### src/mmsd_consts.svh
`ifndef MMSD_CONSTS_SVH
`define MMSD_CONSTS_SVH

// Internal space layout
`define MMSD_HALF_BIT        7
`define MMSD_BIT_BYTE_BASE   4'h2
`define MMSD_SFS_BIT_LOW     3'h0

// External data mapping choices
`define MMSD_XMAP_ONCHIP     2'h0
`define MMSD_XMAP_SPLIT      2'h1
`define MMSD_XMAP_OFFCHIP    2'h2

// External data split point and alias width
`define MMSD_XRAM_AW         12
`define MMSD_XRAM_SPLIT      16'h1000

// Program flash layout
`define MMSD_FLASH_TOP       17'h0FFFF
`define MMSD_FACTORY_BASE    17'h0FE00
`define MMSD_TBL_BASE        17'h10000
`define MMSD_TBL_LAST        17'h1007F
`define MMSD_SECTOR_LSB      9

`endif

### src/mmsd_pkg.sv
package mmsd_pkg;

    // Kind of access issued by the core
    typedef enum logic [2:0] {
        MMSD_SP_DIRECT   = 3'h0,
        MMSD_SP_INDIRECT = 3'h1,
        MMSD_SP_REG      = 3'h2,
        MMSD_SP_BIT      = 3'h3,
        MMSD_SP_XDATA    = 3'h4,
        MMSD_SP_CODE     = 3'h5
    } mmsd_space_t;

    // Whole registered state of the decoder
    typedef struct packed {
        logic        resp_valid;
        logic        wr;
        logic        sel_iram;
        logic        sel_sfs;
        logic [7:0]  iram_addr;
        logic        bit_op;
        logic [2:0]  bit_idx;
        logic        sel_xram;
        logic [11:0] xram_addr;
        logic        sel_offchip;
        logic [15:0] offchip_addr;
        logic        offchip_muxed;
        logic        sel_flash;
        logic        sel_flash_tbl;
        logic [15:0] flash_addr;
        logic [6:0]  flash_sector;
        logic        flash_factory;
        logic        wr_refused;
        logic        unmapped;
    } mmsd_state_t;

endpackage : mmsd_pkg

### src/mmsd_decoder.sv
`timescale 1ns/1ps
`include "mmsd_consts.svh"
// Behaviour
// - Indirect upper half reaches upper scratch RAM
// - Direct upper half reaches special function space
// - Lower half shared by direct and indirect
// - First 32 bytes form four register banks
// - Next 16 bytes byte and bit addressable
// - On-chip 4 KB aliased over 64 KB
// - On-chip, off-chip or split at 4 KB
// - Off-chip port multiplexed or separate lines
// - 64 KB flash in 512-byte sectors
// - Factory region 0xFE00-0xFFFF never written
// - Extra 128-byte flash sector at 0x10000
module mmsd_decoder
    import mmsd_pkg::*;
#(
    parameter int XRAM_AW = `MMSD_XRAM_AW
) (
    // Clock, reset, enable
    input  logic        clk,
    input  logic        sys_rst,
    input  logic        clk_en,
    // Core request
    input  logic        req_valid,
    input  mmsd_space_t req_space,
    input  logic [16:0] req_addr,
    input  logic        req_write,
    input  logic [1:0]  bank_sel,
    // Configuration settings
    input  logic [1:0]  cfg_xmap,
    input  logic        cfg_mux,
    // Answer strobe and faults
    output logic        resp_valid,
    output logic        resp_write,
    output logic        wr_refused,
    output logic        unmapped,
    // Internal RAM and special function space
    output logic        sel_iram,
    output logic        sel_sfs,
    output logic [7:0]  iram_addr,
    output logic        bit_op,
    output logic [2:0]  bit_idx,
    // External data targets
    output logic        sel_xram,
    output logic [11:0] xram_addr,
    output logic        sel_offchip,
    output logic [15:0] offchip_addr,
    output logic        offchip_muxed,
    // Program flash
    output logic        sel_flash,
    output logic        sel_flash_tbl,
    output logic [15:0] flash_addr,
    output logic [6:0]  flash_sector,
    output logic        flash_factory
);

    // Only the documented on-chip RAM width is served
    if (XRAM_AW != `MMSD_XRAM_AW) begin : g_bad_aw
        $error("XRAM_AW must equal the on-chip RAM width");
    end

    mmsd_state_t st;       // Registered state
    mmsd_state_t next_st;  // Next state

    logic [7:0]  a8;       // Internal address byte
    logic [15:0] a16;      // External address

    assign a8  = req_addr[7:0];
    assign a16 = req_addr[15:0];

    // Decode one request into target selects
    always_comb begin
        next_st            = st;
        next_st.resp_valid = 1'b0;
        if (req_valid) begin
            next_st               = '0;
            next_st.resp_valid    = 1'b1;
            next_st.wr            = req_write;
            next_st.offchip_muxed = st.offchip_muxed;
            case (req_space)
                // Direct: upper half is the register space
                MMSD_SP_DIRECT: begin
                    next_st.iram_addr = a8;
                    if (a8[`MMSD_HALF_BIT]) begin
                        next_st.sel_sfs = 1'b1;
                    end else begin
                        next_st.sel_iram = 1'b1;
                    end
                end
                // Indirect: all 256 bytes are RAM
                MMSD_SP_INDIRECT: begin
                    next_st.iram_addr = a8;
                    next_st.sel_iram  = 1'b1;
                end
                // Working register in the chosen bank
                MMSD_SP_REG: begin
                    next_st.iram_addr = {3'h0, bank_sel, a8[2:0]};
                    next_st.sel_iram  = 1'b1;
                end
                // Single bit access
                MMSD_SP_BIT: begin
                    next_st.bit_op  = 1'b1;
                    next_st.bit_idx = a8[2:0];
                    if (a8[`MMSD_HALF_BIT]) begin
                        // Bit-addressable register bytes
                        next_st.sel_sfs   = 1'b1;
                        next_st.iram_addr = {a8[7:3], `MMSD_SFS_BIT_LOW};
                    end else begin
                        // Bytes after the register banks
                        next_st.sel_iram  = 1'b1;
                        next_st.iram_addr = {`MMSD_BIT_BYTE_BASE, a8[6:3]};
                    end
                end
                // External data, settings taken now
                MMSD_SP_XDATA: begin
                    next_st.offchip_muxed = cfg_mux;
                    next_st.xram_addr     = a16[11:0];
                    next_st.offchip_addr  = a16;
                    case (cfg_xmap)
                        `MMSD_XMAP_ONCHIP: begin
                            next_st.sel_xram = 1'b1;
                        end
                        `MMSD_XMAP_SPLIT: begin
                            if (a16 < `MMSD_XRAM_SPLIT) begin
                                next_st.sel_xram = 1'b1;
                            end else begin
                                next_st.sel_offchip = 1'b1;
                            end
                        end
                        default: begin
                            next_st.sel_offchip = 1'b1;
                        end
                    endcase
                end
                // Program memory, main array or table sector
                MMSD_SP_CODE: begin
                    next_st.flash_addr = a16;
                    if (req_addr <= `MMSD_FLASH_TOP) begin
                        next_st.flash_sector =
                            a16[15:`MMSD_SECTOR_LSB];
                        next_st.flash_factory =
                            (req_addr >= `MMSD_FACTORY_BASE);
                        if (req_write &&
                            req_addr >= `MMSD_FACTORY_BASE) begin
                            next_st.wr_refused = 1'b1;
                        end else begin
                            next_st.sel_flash = 1'b1;
                        end
                    end else if (req_addr <= `MMSD_TBL_LAST) begin
                        next_st.sel_flash_tbl = 1'b1;
                    end else begin
                        next_st.unmapped = 1'b1;
                    end
                end
                // Unknown kinds select nothing
                default: begin
                    next_st.unmapped = 1'b1;
                end
            endcase
        end
    end

    // State register; reset clears it, else it is frozen while the enable is low
    always_ff @(posedge clk) begin
        if (sys_rst) begin
            st <= '0;
        end else if (clk_en) begin
            st <= next_st;
        end
    end

    // Outputs straight from the state register
    assign resp_valid    = st.resp_valid;
    assign resp_write    = st.wr;
    assign wr_refused    = st.wr_refused;
    assign unmapped      = st.unmapped;
    assign sel_iram      = st.sel_iram;
    assign sel_sfs       = st.sel_sfs;
    assign iram_addr     = st.iram_addr;
    assign bit_op        = st.bit_op;
    assign bit_idx       = st.bit_idx;
    assign sel_xram      = st.sel_xram;
    assign xram_addr     = st.xram_addr;
    assign sel_offchip   = st.sel_offchip;
    assign offchip_addr  = st.offchip_addr;
    assign offchip_muxed = st.offchip_muxed;
    assign sel_flash     = st.sel_flash;
    assign sel_flash_tbl = st.sel_flash_tbl;
    assign flash_addr    = st.flash_addr;
    assign flash_sector  = st.flash_sector;
    assign flash_factory = st.flash_factory;

    // Request taken on this edge
    logic take;
    assign take = req_valid && clk_en && !sys_rst;

    // Checks on the decode
    property p_ind_hi;
        @(posedge clk) disable iff (sys_rst)
        take && req_space == MMSD_SP_INDIRECT && a8[7]
        |=> sel_iram && !sel_sfs && iram_addr == $past(a8);
    endproperty
    a_ind_hi: assert property (p_ind_hi)
        else $error("indirect upper access missed scratch RAM");

    property p_dir_hi;
        @(posedge clk) disable iff (sys_rst)
        take && req_space == MMSD_SP_DIRECT && a8[7]
        |=> sel_sfs && !sel_iram;
    endproperty
    a_dir_hi: assert property (p_dir_hi)
        else $error("direct upper access missed register space");

    property p_lo_shared;
        @(posedge clk) disable iff (sys_rst)
        take && !a8[7] && (req_space == MMSD_SP_DIRECT ||
                           req_space == MMSD_SP_INDIRECT)
        |=> sel_iram && iram_addr == $past(a8);
    endproperty
    a_lo_shared: assert property (p_lo_shared)
        else $error("lower RAM not shared");

    property p_bank;
        @(posedge clk) disable iff (sys_rst)
        take && req_space == MMSD_SP_REG
        |=> iram_addr < 8'h20 && iram_addr[4:3] == $past(bank_sel);
    endproperty
    a_bank: assert property (p_bank)
        else $error("register bank address wrong");

    property p_bitram;
        @(posedge clk) disable iff (sys_rst)
        take && req_space == MMSD_SP_BIT && !a8[7]
        |=> bit_op && iram_addr >= 8'h20 && iram_addr < 8'h30;
    endproperty
    a_bitram: assert property (p_bitram)
        else $error("bit address outside bit area");

    property p_alias;
        @(posedge clk) disable iff (sys_rst)
        take && req_space == MMSD_SP_XDATA && cfg_xmap == 2'h0
        |=> sel_xram && !sel_offchip && xram_addr == $past(a16[11:0]);
    endproperty
    a_alias: assert property (p_alias)
        else $error("on-chip RAM not aliased");

    property p_split;
        @(posedge clk) disable iff (sys_rst)
        take && req_space == MMSD_SP_XDATA && cfg_xmap == 2'h1
        |=> (sel_offchip == ($past(a16) >= 16'h1000)) &&
            (sel_xram != sel_offchip);
    endproperty
    a_split: assert property (p_split)
        else $error("split mapping wrong");

    property p_mux;
        @(posedge clk) disable iff (sys_rst)
        take && req_space == MMSD_SP_XDATA
        |=> offchip_muxed == $past(cfg_mux);
    endproperty
    a_mux: assert property (p_mux)
        else $error("port multiplexing setting not sampled");

    property p_factory;
        @(posedge clk) disable iff (sys_rst)
        take && req_space == MMSD_SP_CODE && req_write &&
        req_addr >= 17'h0FE00 && req_addr <= 17'h0FFFF
        |=> wr_refused && !sel_flash;
    endproperty
    a_factory: assert property (p_factory)
        else $error("factory region write not refused");

    property p_tbl;
        @(posedge clk) disable iff (sys_rst)
        take && req_space == MMSD_SP_CODE && req_addr[16]
        |=> sel_flash_tbl == ($past(req_addr) <= 17'h1007F) && !sel_flash;
    endproperty
    a_tbl: assert property (p_tbl)
        else $error("table sector decode wrong");

    property p_sector;
        @(posedge clk) disable iff (sys_rst)
        take && req_space == MMSD_SP_CODE && !req_addr[16]
        |=> flash_sector == $past(req_addr[15:9]);
    endproperty
    a_sector: assert property (p_sector)
        else $error("flash sector index wrong");

    // Main scenarios
    c_sfs: cover property (@(posedge clk) take ##1 sel_sfs);
    c_split_off: cover property (@(posedge clk)
        take && cfg_xmap == 2'h1 ##1 sel_offchip);
    c_tbl: cover property (@(posedge clk) take ##1 sel_flash_tbl);
    c_refused: cover property (@(posedge clk) take ##1 wr_refused);

endmodule : mmsd_decoder

### config.mk
export PLATFORM = sky130hd
export DESIGN_NAME = mmsd_decoder
export DESIGN_NICKNAME = d
export VERILOG_FILES = /design/src/mmsd_pkg.sv /design/src/mmsd_decoder.sv
export VERILOG_INCLUDE_DIRS = /design/src
export SDC_FILE = /design/constraint.sdc
export NUM_CORES = 1
export LEC_CHECK = 0
export BUFFER_PORTS_ARGS = -buffer_cell sky130_fd_sc_hd__clkbuf_2
export CAP_MARGIN = 10
export CORE_MARGIN = 5
export CORE_UTILIZATION = 43
export DETAILED_ROUTE_END_ITERATION = 8
export PLACE_DENSITY = 0.76
export SYNTH_ARGS = -nofsm -noshare
export SYNTH_HDL_FRONTEND = slang
export SYNTH_SLANG_ARGS = --single-unit
### constraint.sdc
create_clock -name clk -period 1.2 [get_ports clk]
set_input_delay 0.24 -clock clk [delete_from_list [all_inputs] [get_ports clk]]
set_output_delay 0.24 -clock clk [all_outputs]
set_load 0.02 [all_outputs]
==> run summary <==
Crit Reg-Reg Endpoint - iram_addr[4]
Reg clk slew, reported paths - 0.07 ns
Die W - 86.3 um
Syn_nets - 299
Clock buffer depth - 2
Crit path launch - xram_addr[9]
Die area - 0.00746 mm2
Fmax - 880 MHz
Final hold vios - 0
Critical path capture point - offchip_addr[9]
Total number of vias - 2,455
Post-synth EDFFs - 0
RSZ-0062 raised after global routing - false
Worst-margin pin slew - 0.297 ns
Hold Buf Count CTS - 0
Cell Rows - 27
Post-route ant nets - 0
Crit-path max cell delay - 0.38 ns
Ports - 105
Initial drt markers - 112
Commonest non-fill, non-tap cell in the layout - clkbuf_2
Post-DP Area - 0.00323 mm2
H-tree levels - 3
Drt first pass iters - 5
Gr ovfl total - 0
Register-to-Register Path Depth - 2
Crit path required time - 0.96 ns
Root Buffer - clkbuf_8
Area of the multi-input gates - 0.00104 mm2
DRC violations left - 0
Relative slew slack - 80.1%
Peak supply drop - 0.847 mV
GRT Overall Usage - 19.7%
CTS tree - built
Core area - 0.00557 mm2
Placed cell count - 449
# nets final - 418
Number of global-route vias before repair - 2,426
Final Slew Violations - 0
Most frequent cells in the layout - clkbuf_2 (103), dfxtp_1 (63), nor2_1 (56)
Final instance area - 0.00345 mm2
Min-Delay Path Class - input pin to flop
Top_reg_cell synth - dfxtp_1
Drt total wl - 7.23 mm
Via density - 5.30
Final setup fails - 0
Chip Height - 86.3 um
Clock skew - 0 ns
PD cells - 1340 mW/mm2
Maximum number of pins on one net before global-route repair - 28
Port-buffer cells - 104
Critical-path top delay cell - dfxtp_1
Tcrit/Tclk final - 94.7%
Seq/Total Area, Yosys - 50.3%
Util after Layout - 61.9%
First-pass GRT wire length - 11.6 mm
Post-Syn Instances - 269
Total power - 4.63 mW
Hold_ws - 0.145 ns
Synth cell types - 41
Cell Count, Final, Fillers Out - 463
Yosys warning count - 0
Routability cong. - 0.769
Fillers - 492
CP Capture Type - output pin
Initial Util - 45.0%
CP Depth - 1
Register area - 0.00126 mm2
Inserted Diodes - 0
Hold path startpoint - cfg_mux
Flops & latches, synth - 63
MaxCap Viol Count - 0
Buf/Inv on CP - 1
Worst path top cell family by delay - flip-flops
Layout area overhead - 37.7%
Startpoint types - flop
CTS sink count - 63
Minimum clock period - 1.14 ns
Worst r2r src - iram_addr[4]
Clk_lat worst skew - 0.33 ns
Leakage power - 1.56 nW
Critical path peak fanout - 3
Share of layout cells above drive strength 1 - 42.2%
Crit path DAT - 0.90 ns
Post-synthesis cell area - 0.00251 mm2
Wirelength per Cell - 15.6 um
Async S/R FF share, synth - 0%
Syn_area_per_cell - 9.32 um2
Kind of critical path - flop to output pin
Total CTS buffers - 9
Status - finished clean
DPL Wire Length - 5.38 mm
Initial antenna violation count - 0
Critical-path cell list - clkbuf_2
Flop-to-flop setup slack - 0.41 ns
[registers in the layout, indices dropped and copies added, names as in the netlist, 3 cells and up]
signal        flops
offchip_addr      5
xram_addr        11
flash_addr       16
iram_addr         8
flash_sector      7
bit_idx           3
[layout make-up]
cell class,count,area share [%]
flip-flops and latches,63,36.5
clock inverters,3,1.96
inverters,2,0.217
clock buffers,11,4.39
well taps,72,2.61
repair buffers,142,24.1
multi-input cells,170,30.2
[Yosys cell counts (2+ instances only)]
cell	n	area [um2]
nor2_1	56	210
nand3_1	2	10.0
a21oi_1	11	55.1
nand2_1	11	41.3
o41a_1	2	22.5
inv_1	2	7.51
buf_1	2	7.51
buf_4	13	97.6
a2bb2oi_1	4	35.0
a22oi_1	45	338
nand4b_1	3	26.3
nand3b_1	4	30.0
nor3_1	2	10.0
buf_2	10	50.1
nor3_2	2	20.0
nand2b_1	3	18.8
dfxtp_1	63	1260
nor4_1	2	12.5
and4b_1	3	30.0
clkbuf_1	8	30.0
[worst min-delay path: cells and delay by family]
kind	cells	cell delay, ns
simple gates	1	0.07
mux	1	0.06
buf+inv	1	0.08
[stage by stage]
stage	setup TNS, ns	worst slack [ns]
after floorplan	-0.0562	-0.0562
after global placement	-2.08	-0.213
after detailed placement	-3.07	-0.241
after CTS	0	0.0516
after global routing	0	0.00773
final	0	0.0632
[where the power goes]
group / leakage, nW / switching, mW / internal, mW
Combinational: 0.944 / 0.273 / 0.190
Sequential: 0.509 / 0.0177 / 2.12
Clock: 0.108 / 0.770 / 1.26
[what timing repair did]
action,CTS,global route
setup endpoints to repair,0,1
setup buffers,0,0
gates resized for setup,0,1
[kinds of logic after synthesis]
group	Yosys count	synth area share, %
AND/OR/NAND/NOR	97	19.7
XOR/XNOR	1	0.350
buffers and inverters	36	8.14
flip-flops	63	50.3
multiplexers	2	0.849
AO/OA/AOI/OAI	70	20.6
[how the worst min path moves through the flow]
stage,endpoint,cells past startpoint
floorplan,resp_write,2
global route,offchip_muxed,3
CTS,resp_write,3
detailed placement,sel_sfs,2
global placement,iram_addr[7],2
finish,offchip_muxed,3
[routing by layer]
metal  vias up  track usage, %  part of all wire (%)
met5         -               0                     0
met4         0            6.66                   1.7
met2       112            32.0                    47
met1      1139            24.6                    43
li1       1192               -                     -
met3        12            6.56                   9.0
Note: power is estimated with default switching activity, not from simulation.
